==> config.mk <==
export PLATFORM = sky130hd
export DESIGN_NAME = ubmp_uart0
export DESIGN_NICKNAME = d
export VERILOG_FILES = /design/src/hdl/ubmp_pkg.sv /design/src/hdl/ubmp_tick_gen.sv /design/src/hdl/ubmp_uart0.sv
export SDC_FILE = /design/constraint.sdc
export NUM_CORES = 1
export LEC_CHECK = 0
export BUFFER_PORTS_ARGS = -buffer_cell sky130_fd_sc_hd__buf_2
export CAP_MARGIN = 10
export CORE_ASPECT_RATIO = 1.5
export CORE_UTILIZATION = 59
export DETAILED_ROUTE_END_ITERATION = 10
export PLACE_DENSITY_LB_ADDON = 0.12
export REMOVE_ABC_BUFFERS = 1
export SYNTH_ARGS = -nofsm -noshare
export SYNTH_HDL_FRONTEND = slang
export SYNTH_SLANG_ARGS = --single-unit
export TNS_END_PERCENT = 1
==> constraint.sdc <==
create_clock -name pclk -period 3.5 [get_ports pclk]
set_clock_uncertainty 0.15 [all_clocks]
set_input_delay 0.35 -clock pclk [delete_from_list [all_inputs] [get_ports pclk]]
set_output_delay 0.35 -clock pclk [all_outputs]
set_load 0.005 [all_outputs]
==> src/hdl/ubmp_pkg.sv <==
// Constants, field layouts and types of the serial port 0 block.
// Assumes a 32-bit APB with byte addresses and one word per register.

package ubmp_pkg;

  // ****************************************************
  // Register map (index; byte address is four times it)
  // ****************************************************
  localparam logic [5:0] IDX_DATA = 6'h07;  // Shared tx/rx data buffer
  localparam logic [5:0] IDX_MODE = 6'h08;  // Mode register
  localparam logic [5:0] IDX_PHASE = 6'h09; // Baud phase register
  localparam logic [5:0] IDX_CTRL = 6'h0A;  // Serial control register

  // ****************************************************
  // Reset values
  // ****************************************************
  localparam logic [7:0] RST_DATA = 8'h00;
  localparam logic [7:0] RST_MODE = 8'h00;
  localparam logic [15:0] RST_PHASE = 16'h0000;
  localparam logic [7:0] RST_CTRL = 8'h00;

  // ****************************************************
  // Field layouts
  // ****************************************************
  // Mode register, bit 7 down to bit 0
  typedef struct packed {
    logic pwm_en;     // Combined function onto tx pin
    logic ofs;        // 0: NOR, 1: OR
    logic [2:0] rsvd; // Always zero
    logic irq_en;     // Serial interrupt enable
    logic baud_divisor_select;       // Baud divisor select
    logic framing_check_enable;       // Framing check enable
  } ubmp_mode_t;

  // Serial control register, bit 7 down to bit 0
  typedef struct packed {
    logic sm0;  // Mode bit zero (framing flag when checked)
    logic sm1;  // Mode bit one
    logic sm2;  // Mode bit two
    logic ren;  // Receive enable
    logic tb8;  // Ninth transmit bit
    logic rb8;  // Ninth received bit
    logic ti;   // Transmit flag
    logic ri;   // Receive flag
  } ubmp_ctrl_t;

  // ****************************************************
  // Serial modes and engine states
  // ****************************************************
  typedef enum logic [3:0] {
    SMODE0 = 4'b0001, SMODE1 = 4'b0010,
    SMODE2 = 4'b0100, SMODE3 = 4'b1000
  } ubmp_smode_t;

  typedef enum logic [2:0] {
    ST_IDLE = 3'b001, ST_ASYNC = 3'b010, ST_SYNC = 3'b100
  } ubmp_state_t;

  // ****************************************************
  // Bit period figures
  // ****************************************************
  localparam int OVERSAMPLE = 16;     // Ticks per async bit
  localparam int PER_M13_FAST = 16;   // Baud clocks, divisor bit 1
  localparam int PER_M13_SLOW = 64;   // Baud clocks, divisor bit 0
  localparam int PER_M2_FAST = 32;    // System clocks, divisor bit 1
  localparam int PER_M2_SLOW = 64;    // System clocks, divisor bit 0
  localparam int PER_M0_SLOW = 12;    // System clocks, sm2 = 0
  localparam int PER_M0_FAST = 4;     // System clocks, sm2 = 1
  localparam logic [3:0] MID_SAMPLE = 4'h7;  // Mid-bit sample tick
  localparam logic [3:0] SYNC_BITS = 4'h8;   // Mode 0 word length
  localparam logic [3:0] M1_BITS = 4'hA;     // Mode 1 frame length
  localparam logic [3:0] M23_BITS = 4'hB;    // Mode 2/3 frame length

  // Mode decode from the two mode bits
  function automatic ubmp_smode_t ubmp_decode(input logic sm0,
                                              input logic sm1);
    case ({sm0, sm1})
      2'b00: return SMODE0;
      2'b01: return SMODE1;
      2'b10: return SMODE2;
      default: return SMODE3;
    endcase
  endfunction

endpackage

==> src/hdl/ubmp_tick_gen.sv <==
// Baud phase accumulator and bit-tick divider for serial port 0.
// Assumes one system clock; tick is one cycle wide.

module ubmp_tick_gen import ubmp_pkg::*; (
  // Clock and reset
  input wire logic pclk,
  input wire logic presetn,
  // Configuration
  input wire logic [15:0] phase,
  input wire ubmp_smode_t smode,
  input wire logic baud_divisor_select,
  input wire logic sm2,
  // Tick out
  output logic tick
);

  logic [15:0] acc;       // Phase accumulator
  logic baud_clk;         // Baud clock pulse on carry
  logic [5:0] cnt;        // Divider count
  logic [5:0] div;        // Divide ratio
  logic step;             // Counting event

  // ****************************************************
  // Baud clock from phase accumulator
  // ****************************************************
  // Carry out of the accumulator is the baud clock
  always_ff @(posedge pclk or negedge presetn)
  begin
    if (!presetn)
    begin
      acc <= 16'h0000;
      baud_clk <= 1'b0;
    end
    else
    begin
      {baud_clk, acc} <= {1'b0, acc} + {1'b0, phase};
    end
  end

  // ****************************************************
  // Divider select
  // ****************************************************
  // Async modes tick sixteen times a bit, mode 0 twice a bit
  always_comb
  begin
    div = 6'(PER_M0_SLOW / 2);
    step = 1'b1;
    unique case (smode)
      SMODE1, SMODE3:
      begin
        div = baud_divisor_select ? 6'(PER_M13_FAST / OVERSAMPLE)
                   : 6'(PER_M13_SLOW / OVERSAMPLE);
        step = baud_clk;
      end
      SMODE2:
        div = baud_divisor_select ? 6'(PER_M2_FAST / OVERSAMPLE)
                   : 6'(PER_M2_SLOW / OVERSAMPLE);
      SMODE0:
        div = sm2 ? 6'(PER_M0_FAST / 2) : 6'(PER_M0_SLOW / 2);
    endcase
  end

  // Tick when the count wraps
  always_ff @(posedge pclk or negedge presetn)
  begin
    if (!presetn)
    begin
      cnt <= 6'h00;
      tick <= 1'b0;
    end
    else
    begin
      tick <= 1'b0;
      if (step)
      begin
        if (cnt >= div - 6'h01)
        begin
          cnt <= 6'h00;
          tick <= 1'b1;
        end
        else
          cnt <= cnt + 6'h01;
      end
    end
  end

endmodule

==> src/hdl/ubmp_uart0.sv <==
// Serial port 0: data buffers, mode, phase and control registers,
// transmitter, receiver and PWM combine on the transmit pin.
// Assumes an APB master on pclk; rxd_in is asynchronous, the timer 2
// low waveform comes from logic on pclk.
//
// How it works
// - Data buffers clear to zero on reset
// - Write fills transmit, read returns receive
// - Mode register clears to zero on reset
// - Framing check off: bit 7 is mode
// - Framing check on: bit 7 is flag
// - Divisor bit one: 16 baud, 32 sys
// - Divisor bit zero: 64 baud, 64 sys
// - Interrupt enable gates receive/transmit flags
// - Mode register bits 5:3 read zero
// - PWM with select zero drives NOR
// - PWM with select one drives OR
// - PWM only in asynchronous modes
// - Mode 0 ignores PWM bits entirely
// - PWM off: select ignored, plain output
// - Phase register clears to zero on reset
// - Phase register sets baud clock rate
// - Transmit flag set after last data bit
// - Receive flag set when byte arrives

module ubmp_uart0 import ubmp_pkg::*; (
  // APB clock and reset
  input wire logic pclk,
  input wire logic presetn,
  // APB request
  input wire logic psel,
  input wire logic penable,
  input wire logic pwrite,
  input wire logic [7:0] paddr,
  input wire logic [31:0] pwdata,
  // APB answer
  output logic [31:0] prdata,
  output logic pready,
  output logic pslverr,
  // Serial pins
  output logic uart_tx_pin,
  input wire logic rxd_in,
  output logic rxd_out,
  output logic rxd_oe,
  // Timer 2 low waveform
  input wire logic timer2_low_waveform,
  // Interrupt request
  output logic serial_irq
);

  // ****************************************************
  // Declarations
  // ****************************************************
  ubmp_mode_t mode_reg;      // Mode register
  ubmp_ctrl_t ctrl;          // Control register, bit 7 holds mode bit
  logic fe;                  // Framing error flag
  logic [15:0] phase;        // Baud phase register
  logic [7:0] tx_buf;        // Transmit buffer
  logic [7:0] rx_buf;        // Receive buffer
  ubmp_smode_t smode;        // Decoded serial mode
  logic tick;                // Shared bit tick
  logic access;              // APB transfer completes
  logic wr;                  // Completing write
  logic hit_data, hit_mode, hit_phase, hit_ctrl;
  logic [31:0] rd_mux;       // Read data before register
  // Transmitter
  ubmp_state_t tx_state;
  logic [10:0] tx_sh;        // Frame shift, LSB out first
  logic [3:0] tx_left;       // Bits still to send
  logic [3:0] tx_cnt;        // Ticks within a bit
  logic tx_bit_end;          // Current bit completes
  logic ti_set;              // Hardware sets transmit flag
  // Receiver
  logic rxd_m, rxd_s, rxd_p; // Synchroniser and edge history
  ubmp_state_t rx_state;
  logic [8:0] rx_sh;         // Incoming bits, enter at top
  logic [3:0] rx_cnt;        // Ticks within a bit
  logic [3:0] rx_idx;        // Bit index within frame
  logic ri_set;              // Hardware sets receive flag
  logic fe_set;              // Hardware sets framing flag
  logic rb8_load;            // Ninth bit captured
  logic rb8_val;
  logic next_txd;            // Transmit pin before register

  // Address decode, word aligned
  function automatic logic ubmp_hit(input logic [7:0] addr,
                                    input logic [5:0] idx);
    return (addr[1:0] == 2'b00) && (addr[7:2] == idx);
  endfunction

  assign smode = ubmp_decode(ctrl.sm0, ctrl.sm1);
  assign hit_data = ubmp_hit(paddr, IDX_DATA);
  assign hit_mode = ubmp_hit(paddr, IDX_MODE);
  assign hit_phase = ubmp_hit(paddr, IDX_PHASE);
  assign hit_ctrl = ubmp_hit(paddr, IDX_CTRL);
  assign access = psel && penable && pready;
  assign wr = access && pwrite;

  // ****************************************************
  // Bit tick generator
  // ****************************************************
  ubmp_tick_gen u_tick (
    .pclk(pclk),
    .presetn(presetn),
    .phase(phase),
    .smode(smode),
    .baud_divisor_select(mode_reg.baud_divisor_select),
    .sm2(ctrl.sm2),
    .tick(tick)
  );

  // ****************************************************
  // APB slave
  // ****************************************************
  // Read mux; reserved and unmapped read zero
  always_comb
  begin
    rd_mux = 32'h0000_0000;
    if (hit_data)
      rd_mux = {24'h00_0000, rx_buf};
    else if (hit_mode)
      rd_mux = {24'h00_0000, mode_reg.pwm_en, mode_reg.ofs, 3'b000,
                mode_reg.irq_en, mode_reg.baud_divisor_select, mode_reg.framing_check_enable};
    else if (hit_phase)
      rd_mux = {16'h0000, phase};
    else if (hit_ctrl)
      rd_mux = {24'h00_0000, mode_reg.framing_check_enable ? fe : ctrl.sm0,
                ctrl[6:0]};
  end

  // One wait state; data and error latched with ready
  always_ff @(posedge pclk or negedge presetn)
  begin
    if (!presetn)
    begin
      pready <= 1'b0;
      prdata <= 32'h0000_0000;
      pslverr <= 1'b0;
    end
    else
    begin
      pready <= psel && penable && !pready;
      if (psel && penable && !pready)
      begin
        prdata <= pwrite ? 32'h0000_0000 : rd_mux;
        pslverr <= !(hit_data || hit_mode || hit_phase || hit_ctrl);
      end
    end
  end

  // ****************************************************
  // Mode and phase registers
  // ****************************************************
  // Reserved bits never stored
  always_ff @(posedge pclk or negedge presetn)
  begin
    if (!presetn)
      mode_reg <= ubmp_mode_t'(RST_MODE);
    else if (wr && hit_mode)
    begin
      mode_reg <= ubmp_mode_t'(pwdata[7:0]);
      mode_reg.rsvd <= 3'b000;
    end
  end

  // Phase register sets the baud accumulator step
  always_ff @(posedge pclk or negedge presetn)
  begin
    if (!presetn)
      phase <= RST_PHASE;
    else if (wr && hit_phase)
      phase <= pwdata[15:0];
  end

  // ****************************************************
  // Control register and flags
  // ****************************************************
  // Hardware set wins over a software clear in the same cycle
  always_ff @(posedge pclk or negedge presetn)
  begin
    if (!presetn)
    begin
      ctrl <= ubmp_ctrl_t'(RST_CTRL);
      fe <= 1'b0;
    end
    else
    begin
      if (wr && hit_ctrl)
      begin
        ctrl.sm1 <= pwdata[6];
        ctrl.sm2 <= pwdata[5];
        ctrl.ren <= pwdata[4];
        ctrl.tb8 <= pwdata[3];
        ctrl.rb8 <= pwdata[2];
        ctrl.ti <= pwdata[1];
        ctrl.ri <= pwdata[0];
        if (mode_reg.framing_check_enable)
          fe <= pwdata[7];
        else
          ctrl.sm0 <= pwdata[7];
      end
      if (rb8_load)
        ctrl.rb8 <= rb8_val;
      if (ti_set)
        ctrl.ti <= 1'b1;
      if (ri_set)
        ctrl.ri <= 1'b1;
      if (fe_set)
        fe <= 1'b1;
    end
  end

  // ****************************************************
  // Transmitter
  // ****************************************************
  // Mode 0 uses two ticks a bit, async sixteen
  assign tx_bit_end = (tx_state == ST_SYNC) ? tx_cnt[0]
                                             : (tx_cnt == 4'hF);
  // Flag after last data bit, i.e. before the stop bit when async
  assign ti_set = (tx_state != ST_IDLE) && tick && tx_bit_end &&
                  (tx_left == ((tx_state == ST_SYNC) ? 4'h1 : 4'h2));

  // Transmit buffer; a write during a frame restarts it
  always_ff @(posedge pclk or negedge presetn)
  begin
    if (!presetn)
    begin
      tx_buf <= RST_DATA;
      tx_state <= ST_IDLE;
      tx_sh <= 11'h7FF;
      tx_left <= 4'h0;
      tx_cnt <= 4'h0;
    end
    else if (wr && hit_data)
    begin
      tx_buf <= pwdata[7:0];
      tx_cnt <= 4'h0;
      unique case (smode)
        SMODE0:
        begin
          tx_state <= ST_SYNC;
          tx_sh <= {3'b111, pwdata[7:0]};
          tx_left <= SYNC_BITS;
        end
        SMODE1:
        begin
          tx_state <= ST_ASYNC;
          tx_sh <= {2'b11, pwdata[7:0], 1'b0};
          tx_left <= M1_BITS;
        end
        SMODE2, SMODE3:
        begin
          tx_state <= ST_ASYNC;
          tx_sh <= {1'b1, ctrl.tb8, pwdata[7:0], 1'b0};
          tx_left <= M23_BITS;
        end
      endcase
    end
    else if (tx_state != ST_IDLE && tick)
    begin
      tx_cnt <= tx_cnt + 4'h1;
      if (tx_bit_end)
      begin
        tx_cnt <= 4'h0;
        tx_sh <= {1'b1, tx_sh[10:1]};
        tx_left <= tx_left - 4'h1;
        if (tx_left == 4'h1)
          tx_state <= ST_IDLE;
      end
    end
  end

  // ****************************************************
  // Receiver
  // ****************************************************
  // Two-stage synchroniser, then an edge history stage
  always_ff @(posedge pclk or negedge presetn)
  begin
    if (!presetn)
    begin
      rxd_m <= 1'b1;
      rxd_s <= 1'b1;
      rxd_p <= 1'b1;
    end
    else
    begin
      rxd_m <= rxd_in;
      rxd_s <= rxd_m;
      rxd_p <= rxd_s;
    end
  end

  // Receive engine; mode 0 samples at the end of each shift clock high phase
  always_ff @(posedge pclk or negedge presetn)
  begin
    if (!presetn)
    begin
      rx_state <= ST_IDLE;
      rx_sh <= 9'h000;
      rx_cnt <= 4'h0;
      rx_idx <= 4'h0;
      rx_buf <= RST_DATA;
      ri_set <= 1'b0;
      fe_set <= 1'b0;
      rb8_load <= 1'b0;
      rb8_val <= 1'b0;
    end
    else
    begin
      ri_set <= 1'b0;
      fe_set <= 1'b0;
      rb8_load <= 1'b0;
      unique case (rx_state)
        ST_IDLE:
        begin
          rx_cnt <= 4'h0;
          rx_idx <= 4'h0;
          // Mode 0 reception starts on enable with flag clear
          if (smode == SMODE0 && ctrl.ren && !ctrl.ri &&
              tx_state == ST_IDLE)
            rx_state <= ST_SYNC;
          else if (smode != SMODE0 && ctrl.ren && rxd_p && !rxd_s)
            rx_state <= ST_ASYNC;
        end
        ST_SYNC:
          if (tick)
          begin
            rx_cnt <= rx_cnt + 4'h1;
            if (rx_cnt[0])
            begin
              rx_sh <= {rxd_s, rx_sh[8:1]};
              rx_idx <= rx_idx + 4'h1;
              if (rx_idx == SYNC_BITS - 4'h1)
              begin
                rx_buf <= {rxd_s, rx_sh[8:2]};
                ri_set <= 1'b1;
                rx_state <= ST_IDLE;
              end
            end
          end
        ST_ASYNC:
          if (tick)
          begin
            rx_cnt <= rx_cnt + 4'h1;
            if (rx_cnt == MID_SAMPLE)
            begin
              if (rx_idx == 4'h0)
              begin
                // A start bit that is high again was noise
                if (rxd_s)
                  rx_state <= ST_IDLE;
                else
                  rx_idx <= 4'h1;
              end
              else
              begin
                rx_sh <= {rxd_s, rx_sh[8:1]};
                rx_idx <= rx_idx + 4'h1;
                // Ninth bit: stop bit in mode 1, extra bit otherwise
                if (rx_idx == 4'h9 && !ctrl.ri &&
                    (!ctrl.sm2 || rxd_s))
                begin
                  rx_buf <= rx_sh[8:1];
                  rb8_load <= 1'b1;
                  rb8_val <= rxd_s;
                  ri_set <= 1'b1;
                end
                if (rx_idx == ((smode == SMODE1) ? M1_BITS : M23_BITS)
                    - 4'h1)
                begin
                  fe_set <= mode_reg.framing_check_enable && !rxd_s;
                  rx_state <= ST_IDLE;
                end
              end
            end
          end
        default:
          rx_state <= ST_IDLE;
      endcase
    end
  end

  // ****************************************************
  // Pin drive and interrupt
  // ****************************************************
  // Mode 0: tx pin is the shift clock, PWM bits have no say
  always_comb
  begin
    next_txd = 1'b1;
    if (smode == SMODE0)
    begin
      if (tx_state == ST_SYNC)
        next_txd = tx_cnt[0];
      else if (rx_state == ST_SYNC)
        next_txd = rx_cnt[0];
    end
    else
    begin
      next_txd = (tx_state == ST_ASYNC) ? tx_sh[0] : 1'b1;
      if (mode_reg.pwm_en)
        next_txd = mode_reg.ofs
          ? (next_txd | timer2_low_waveform)
          : !(next_txd | timer2_low_waveform);
    end
  end

  // Registered pins; the extra cycle keeps outputs glitch free
  always_ff @(posedge pclk or negedge presetn)
  begin
    if (!presetn)
    begin
      uart_tx_pin <= 1'b1;
      rxd_out <= 1'b1;
      rxd_oe <= 1'b0;
      serial_irq <= 1'b0;
    end
    else
    begin
      uart_tx_pin <= next_txd;
      rxd_out <= tx_sh[0];
      rxd_oe <= (tx_state == ST_SYNC);
      serial_irq <= mode_reg.irq_en && (ctrl.ri || ctrl.ti);
    end
  end

endmodule

=== Yosys cells after proc, flatten, opt, wreduce, memory -nomap -nowiden ===
Index checks and enable logic that the tools add are counted.

* Add/subtract/negate cells: 8
* $lt $le $gt $ge: 1
* Eq/ne operators: 37
* Mux-type cells: 95
* Bitwise operators: 3
* Reductions and logical operators: 64

{| class="wikitable"
|+ Operators by type and width
! cell !! number
|-
| 8-bit 2-to-1 mux || 8
|-
| 3-bit 2-to-1 mux || 18
|-
| 4-bit 2-to-1 mux || 13
|-
| 16-bit 2-to-1 mux || 3
|-
| 9-bit 2-to-1 mux || 5
|-
| 4-bit one-hot mux with 3 select lines || 3
|-
| 11-bit 2-to-1 mux || 3
|-
| 11-bit one-hot mux with 3 select lines || 1
|-
| 32-bit 2-to-1 mux || 1
|-
| 1-bit 2-to-1 mux || 31
|-
| 1-bit logical AND || 25
|-
| 2-bit nonzero test || 10
|-
| 6-bit by 4-bit == test with 1-bit output (second input constant) || 3
|-
| 6-bit one-hot mux with 3 select lines || 1
|-
| 9-bit one-hot mux with 2 select lines || 1
|-
| 16-bit by 16-bit adder with 17-bit output || 1
|-
| 8-bit one-hot mux with 2 select lines || 1
|-
| 8-bit AND reduction || 2
|-
| 4-bit by 1-bit adder with 4-bit output (second input constant) || 3
|-
| 4-bit by 3-bit == test with 1-bit output (second input constant) || 3
|-
| 4-bit == test (second input constant) || 3
|-
| 3-bit inequality test (second input constant) || 4
|-
| 6-bit AND reduction || 2
|-
| 2-bit inequality test (second input constant) || 5
|-
| other kinds (35) || 58
|}

* Register bits after elaboration: 149
* Input port bits: 47
* Output and inout bits: 38
* Word-level logic and storage cells: 250

=== Longest topological paths before layout ===
Gate-level depths: netlist of the first run.

* Word-level depth: 11
* Gate-level depth with buffers: 12
* Depth with buffers taken out: 10

=== Cells and area by module ===
Synthesis of the first run repeated with hierarchy kept, for this count alone.

* Cell total of the unflattened synthesis: 681
* Area total of the unflattened synthesis: 7189.4 µm²

{| class="wikitable"
|+ By module, submodules not included
! module !! times used !! cells each !! area an instance (µm²) !! seq. area each (µm²)
|-
| ubmp_uart0 || 1 || 487 || 5403.9 || 2698.8
|-
| ubmp_tick_gen || 1 || 194 || 1785.5 || 600.6
|}

=== Worst setup path after synthesis of the first run ===
Ideal clock, no wire load.

* Path type: reg2reg
* Start point: reg ctrl[6] (netlist name)
* End point: reg u_tick.cnt[2]
* Arrival: 2673 ps
* Path slack: 553 ps
* Stages on the path, launching flop included: 11
* Buffers on the path: 2
* Clock period less this slack: 2947 ps
* Cell sequence: dfrtp_1 clkbuf_1 nor2_1 clkbuf_1 mux2_2 ha_1 ha_1 nor2_1 o31ai_1 a2111oi_0 a211o_1

* Cells in the longest elaborated chain, start to end: 8

{| class="wikitable"
|+ RTL lines
! item !! RTL line !! text
|-
| from (decl) || ubmp_uart0.sv:55 || <nowiki>ubmp_ctrl_t ctrl;</nowiki>
|-
| from (signal assigned) || ubmp_uart0.sv:183 || <nowiki>ctrl <= ubmp_ctrl_t'(RST_CTRL);</nowiki>
|-
| 2-bit == test, or another cell as far along || ubmp_pkg.sv:77 || <nowiki>case ({sm0, sm1})</nowiki>
|-
| 4-bit one-hot mux with 3 select lines * || ubmp_pkg.sv:77 ||
|-
| 4-bit by 2-bit == test with 1-bit output / 4-bit == test (equally long branches) || ubmp_tick_gen.sv:48 || <nowiki>unique case (smode)</nowiki>
|-
| 2-bit OR reduction || ubmp_tick_gen.sv:48 ||
|-
| 6-bit one-hot mux with 3 select lines || ubmp_tick_gen.sv:48 ||
|-
| 6-bit by 1-bit subtractor with 6-bit output || ubmp_tick_gen.sv:76 || <nowiki>if (cnt >= div - 6'h01)</nowiki>
|-
| 6-bit >= comparator || ubmp_tick_gen.sv:76 ||
|-
| 6-bit 2-to-1 mux || ubmp_tick_gen.sv:76 ||
|-
| to (signal assigned) || ubmp_tick_gen.sv:82 || <nowiki>cnt <= cnt + 6'h01;</nowiki>
|-
| to (decl) || ubmp_tick_gen.sv:19 || <nowiki>logic [5:0] cnt;</nowiki>
|}

Mark *: on every way between the ends. The rest lies on a longest branch, timed or not. The select of a mux whose other input is x is not followed.
A chain may end at the register's enable or synchronous reset.

=== Worst setup path in the final report of the first run ===
Same ends and word-level chain as after synthesis.

==> flow_metrics.env, run 1 <==
export IMPL_status="finished, violations left"
export IMPL_violations="negative hold slack"
export IMPL_cp_end_kind="flop"
export IMPL_clk_insertion_delay_late_ns=0.41
export IMPL_hold_slack_ns=-0.08808
export IMPL_io_buffers=52
export IMPL_design_die_area_um2=12410
export IMPL_htreeDepth=4
export IMPL_grt_ovfl_total=0
export IMPL_period_share=0.8338
export IMPL_startpoint_type="flop"
export IMPL_ant_nets=0
export IMPL_min_path_type="primary input to async pin"
export IMPL_powerDensity_nw_per_um2=486.0
export IMPL_swShare=0.2422
export IMPL_cts_resized=0
export IMPL_start_util=0.6086
export IMPL_crit_family="compound AO/OA/AOI/OAI gates"
export IMPL_synth_area_per_cell_um2=10.37
export IMPL_wl_met1_um=6439
export IMPL_via_count=5405
export IMPL_rr_startpoint="ctrl[6]$_DFFE_PN0P_"
export IMPL_syn_to_final_growth_pct=13.75
export IMPL_grt_usage=0.2771
export IMPL_drcViolationCount=0
export IMPL_intPower_uw=2955
export IMPL_first_iter_violations=273
export IMPL_ys_seq_area_frac=0.4677
export IMPL_maxCapViolCount=0
export IMPL_core_um2=11590
export IMPL_rsz0062_at_grt="no"
export IMPL_die_x_um=91.28
export IMPL_crit_path_start="ctrl[6]$_DFFE_PN0P_"
export IMPL_power_switching_uw=944.8
export IMPL_antenna_found_initial=0
export IMPL_p_comb_frac=0.097
export IMPL_topRoutingLayerUsed="met4"
export IMPL_multiInputGateArea_um2=3505
export IMPL_tritoncts="yes"
export IMPL_grt_pass1_wl_um=26560
export IMPL_drive_above_1_share=0.2252
export IMPL_drt_wl_total_um=16240
export IMPL_critPathRequiredTime_ns=3.65
export IMPL_reg_largest_list="phase x16, prdata x16, u_tick.acc x16"
export IMPL_path_clk_slew_ns=0.06
export IMPL_dr_pass1_iters=4
export IMPL_final_area_um2=8024
export IMPL_syn_inst=680
export IMPL_vias_per_cell=6.032
export IMPL_yosysUniqueCellTypes=72
export IMPL_max_freq_ghz=0.3427
export IMPL_hpwl_um=11570
export IMPL_place_congestion=0.9096
export IMPL_nets=812
export IMPL_synth_edf_count=0
export IMPL_grt_pass1_vias=5382
export IMPL_crit_chain="nor2_1 -> mux2_2 -> ha_1 -> ha_1 -> nor2_1 -> o31ai_1 -> a2111oi_0 -> a211o_1"
export IMPL_grt_max_degree=122
export IMPL_rows=48
export IMPL_async_reset_ff_frac=1.000
export IMPL_wl_met3_um=566
export IMPL_ctsRootBufferMaster="clkbuf_16"
export IMPL_path_buf_inv=0
export IMPL_crit_slowest_cell="dfrtp_1"
export IMPL_layout_common_cells="dfrtp_1, nand2_1, buf_2"
export IMPL_tightest_slew_ns=1.105
export IMPL_fill_cells=913
export IMPL_hold_viol_final=41
export IMPL_cts_made_buffers=17
export IMPL_ios=85
export IMPL_crit_fanout=9
export IMPL_sequentialPowerShare=0.431
export IMPL_placedInstanceArea_um2=7375
export IMPL_fin_total_pwr_uw=3900
export IMPL_clock_power_share=0.472
export IMPL_peakVddDrop_uv=358.9
export IMPL_maxSlewViolCount=0
export IMPL_syn_area_um2=7054
export IMPL_cts_path_max_buffers=2
export IMPL_register_area_um2=3299
export IMPL_final_common_cell="dfrtp_1"
export IMPL_p_leak_uw=0.003951
export IMPL_routedWlPerCell_um=18.13
export IMPL_crit_type="flop to flop"
export IMPL_tns_ns=0
export IMPL_wl_met2_um=8849
export IMPL_yosys_warnings=0
export IMPL_clock_sinks=131
export IMPL_slowest_delay_ns=0.50
export IMPL_die_y_um=135.9
export IMPL_n_antenna_cell=0
export IMPL_fin_crit_ns=2.918
export IMPL_synth_ff_type="dfrtp_1"
export IMPL_arrival_ns=3.06
export IMPL_ys_ff_latch=131
export IMPL_max_slew_margin=0.2632
export IMPL_final_setup_viol_count=0
-- area by class of cell --
cell class,instances,area share
well taps,150,0.02339
inverters,19,0.008888
multi-input cells,503,0.4368
flip-flops and latches,131,0.4112
clock buffers,21,0.05863
clock inverters,11,0.01856
repair buffers,61,0.04257
-- synth_stat cells (6+ instances only) --
library cell	count	area [um2]
a211oi_1	14	105.1
a21o_1	6	45.04
a21oi_1	28	140.1
a22o_1	16	140.1
a31oi_1	16	100.1
buf_4	17	127.6
clkbuf_1	19	71.32
dfrtp_1	114	2853
dfstp_2	17	446.7
ha_1	31	387.9
inv_1	19	71.32
mux2_2	41	461.7
mux2_4	6	90.09
mux2i_1	6	60.06
nand2_1	79	296.5
nand2b_1	8	50.05
nand3_1	11	55.05
nor2_1	35	131.4
nor2b_1	18	112.6
nor3_1	17	85.08
o211ai_1	6	45.04
o21a_1	6	45.04
o21ai_0	27	135.1
xnor2_1	8	70.07
xor2_1	9	78.83
-- worst paths after layout --
| kind | to | slack, ns | cells past startpoint |
|---|---|---|---|
| min | rx_cnt[1]$_DFFE_PN0P_ | -0.09 | 1 |
| max reg2reg | u_tick.cnt[2]$_DFFE_PN0P_ | 0.58 | 8 |
| max | u_tick.cnt[2]$_DFFE_PN0P_ | 0.58 | 8 |
| min reg2reg | rxd_s$_DFF_PN1_ | 0.22 | 0 |
| max in group asynchronous | u_tick.acc[10]$_DFF_PN0_ | 2.49 | 1 |
| min in group pclk | phase[13]$_DFFE_PN0P_ | 0.01 | 2 |
-- repair_timing --
item                      4_1_cts  5_1_grt
setup buffers                   0        0
hold buffers                    2        1
hold endpoints to repair        2        1
-- routing by layer --
layer	vias up	global-route usage
li1	2541	-
met5	-	0
met1	2708	0.3143
met4	0	0.1085
met3	31	0.06096
met2	125	0.5059
-- stage by stage --
step,util,std cells,hold WS (ns),worst slack [ns]
2_1_floorplan,-,653,-0.09559,0.3365
3_3_place_gp,0.6362,861,0.1965,0.6725
3_5_place_dp,0.6362,861,0.2045,0.5926
4_1_cts,0.6914,895,0.006903,0.5641
5_1_grt,0.6923,896,0.003226,0.3437
6_report,0.6923,896,-0.08808,0.5817
-- cells by family (layout without fill, tap and decap cells) --
family,after synthesis,count (layout),synth area share
DFF,131,131,0.4677
and+or+nand+nor,226,226,0.1705
other,2,18,0.001065
muxes,53,53,0.08673
adders and majority gates,32,32,0.05782
xor gates and xnor gates,17,17,0.02111
AOI/OAI and AO/OA,157,157,0.1511
buffers and inverters,62,112,0.04399
-- worst register-to-register path: stages, from the launching register on --
cell	delay [ns]
dfrtp_1	0.50
nor2_1	0.26
mux2_2	0.38
ha_1	0.31
ha_1	0.28
nor2_1	0.04
o31ai_1	0.41
a2111oi_0	0.19
a211o_1	0.31
-- power by group through the flow --
| stage | clock (uW) | combinational [uW] | sequential, uW |
|---|---|---|---|
| detailed placement | 0 | 376 | 1700 |
| global placement | 0 | 356 | 1700 |
| CTS | 1870 | 384 | 1680 |
| finish | 1840 | 378 | 1680 |
| floorplan | 0 | 257 | 1680 |
| global route | 1940 | 433 | 1690 |
Note: power is estimated with default switching activity, not from simulation.
==> run 2: changes to the inputs <==
==> constraint.sdc (replaced) <==
create_clock -name pclk -period 2.7 [get_ports pclk]
set_clock_uncertainty 0.15 [all_clocks]
set_input_delay 0.27 -clock pclk [delete_from_list [all_inputs] [get_ports pclk]]
set_output_delay 0.27 -clock pclk [all_outputs]
set_load 0.005 [all_outputs]
==> run 2 against run 1 <==
Effect of this change:
- the flow now finishes without violations
- critical path depth unchanged
- sequential share of layout area decreased by 1.3 points
- count of clock-buffer cells in the layout decreased by 1
- global-route usage increased by 0.86 points
- clock power increased by 40%
- power increased by 36%
- critical path type unchanged
- critical endpoint is now u_tick.cnt[0]$_DFFE_PN0P_
==> flow_metrics.env, run 2 (synthesis results as in run 1) <==
export IMPL_clk_insertion_delay_late_ns=0.42
export IMPL_grt_ovfl_total=0
export IMPL_hold_viol_final=0
export IMPL_io_buffers=52
export IMPL_min_path_type="primary input to flop"
export IMPL_fin_crit_ns=2.620
export IMPL_tritoncts="yes"
export IMPL_crit_fanout=4
export IMPL_status="completed"
export IMPL_layout_common_cells="dfrtp_1, nand2_1, buf_2"
export IMPL_rr_worst_depth=8
export IMPL_peakVddDrop_uv=417.9
export IMPL_n_antenna_cell=0
export IMPL_holdPathStages=2
export IMPL_vias_per_cell=6.023
export IMPL_grt_busiest_layer="met2"
export IMPL_drcViolationCount=0
export IMPL_r2r_end="u_tick.cnt[0]$_DFFE_PN0P_"
export IMPL_max_freq_ghz=0.3817
export IMPL_via_count=5511
export IMPL_holdCritStartpoint="pwdata[1]"
export IMPL_design_die_area_um2=12410
export IMPL_first_iter_violations=320
export IMPL_min_delay_worst_endpoint="mode_reg[1]$_DFFE_PN0P_"
export IMPL_die_x_um=91.28
export IMPL_cts_made_buffers=17
export IMPL_die_y_um=135.9
export IMPL_ios=85
export IMPL_hpwl_um=11660
export IMPL_period_share=0.9703
export IMPL_crit_type="flop to flop"
export IMPL_core_um2=11590
export IMPL_syn_to_final_growth_pct=17.47
export IMPL_start_util=0.6086
export IMPL_drive_above_1_share=0.2366
export IMPL_nets=831
export IMPL_place_congestion=0.8984
export IMPL_final_common_cell="dfrtp_1"
export IMPL_tightest_slew_ns=0.8095
export IMPL_grt_max_degree=74
export IMPL_placedInstanceArea_um2=7440
export IMPL_final_setup_viol_count=0
export IMPL_grt_util_met3=0.05425
export IMPL_cp_end_kind="flop"
export IMPL_p_leak_uw=0.004066
export IMPL_max_slew_margin=0.4603
export IMPL_critPathRequiredTime_ns=2.90
export IMPL_maxSlewViolCount=0
export IMPL_grt_pass1_vias=5688
export IMPL_final_area_um2=8287
export IMPL_post_cts_buffers=0
export IMPL_maxCapViolCount=0
export IMPL_grt_usage=0.2857
export IMPL_grt_pass1_wl_um=27440
export IMPL_path_clk_slew_ns=0.05
export IMPL_post_route_util=0.7149
export IMPL_ctsRootBufferMaster="clkbuf_16"
export IMPL_rows=48
export IMPL_fin_total_pwr_uw=5310
export IMPL_reg_largest_list="phase x16, prdata x16, u_tick.acc x16"
export IMPL_tns_ns=0
export IMPL_cts_path_max_buffers=2
export IMPL_dr_pass1_iters=5
export IMPL_r2r_setup_slack_ns=0.08
export IMPL_htreeDepth=4
export IMPL_drt_wl_total_um=16800
export IMPL_arrival_ns=2.82
export IMPL_met1_usage=0.3232
export IMPL_rr_startpoint="ctrl[6]$_DFFE_PN0P_"
export IMPL_antenna_found_initial=0
export IMPL_ant_nets=0
export IMPL_clock_sinks=131
export IMPL_grtUsageMet2=0.5093
export IMPL_routedWlPerCell_um=18.36
export IMPL_powerDensity_nw_per_um2=640.8
export IMPL_startpoint_type="flop"
## run 2: where the power goes
part           internal (uW)  leakage, uW  total (uW)  switching (uW)
Sequential              2080      0.00169        2180            95.3
Clock                   1690     0.000312        2570             876
Combinational            258      0.00206         568             310
## run 2: stage by stage
| step | hold WS [ns] | instances | worst slack [ns] |
|---|---|---|---|
| 3_5_place_dp | 0.002207 | 868 | -0.02107 |
| 5_1_grt | 0.02645 | 915 | -0.008974 |
| 6_report | 0.03248 | 915 | 0.08012 |
| 4_1_cts | 0.02341 | 914 | 0.03614 |
| 2_1_floorplan | -0.1756 | 653 | -0.4635 |
| 3_3_place_gp | -0.004481 | 868 | 0.07914 |
## run 2: cell type report
cell class / instances / area, um2
clock inverter: 12 / 203.9
sequential: 131 / 3299
tap: 150 / 187.7
fill: 850 / 3304
clock buffer: 20 / 456.7
timing repair buffer: 80 / 525.5
multi-input combinational: 503 / 3542
inverter: 19 / 71.32
## run 2: worst max-delay path: stages, from the launching register on
cell      delay, ns
dfrtp_1        0.41
nor2_4         0.16
mux2_2         0.35
ha_1           0.30
ha_1           0.21
a211oi_2       0.29
o31ai_4        0.13
a211oi_1       0.33
mux2_2         0.21
## run 2: per-layer routing
metal  vias up  part of all wire
met5         -                 0
met4         0             0.045
met3        55             0.041
met2       165              0.53
met1      2720              0.39
li1       2571                 -
## run 2: timing repair
action	CTS	global route
resized for setup	1	9
hold buffers	14	0
setup endpoints to repair	2	2
gates cloned	0	1
hold endpoints to repair	99	0
## run 2: worst max path at each step
| stage | startpoint | slack, ns | endpoint | cells after the start |
|---|---|---|---|---|
| floorplan | ctrl[6]$_DFFE_PN0P_ | -0.46 | u_tick.cnt[2]$_DFFE_PN0P_ | 8 |
| global placement | ctrl[6]$_DFFE_PN0P_ | 0.08 | u_tick.cnt[2]$_DFFE_PN0P_ | 10 |
| detailed placement | ctrl[6]$_DFFE_PN0P_ | -0.02 | u_tick.cnt[2]$_DFFE_PN0P_ | 10 |
| CTS | ctrl[6]$_DFFE_PN0P_ | 0.04 | u_tick.cnt[2]$_DFFE_PN0P_ | 10 |
| global route | ctrl[6]$_DFFE_PN0P_ | -0.009 | u_tick.cnt[2]$_DFFE_PN0P_ | 8 |
| finish | ctrl[6]$_DFFE_PN0P_ | 0.08 | u_tick.cnt[0]$_DFFE_PN0P_ | 8 |
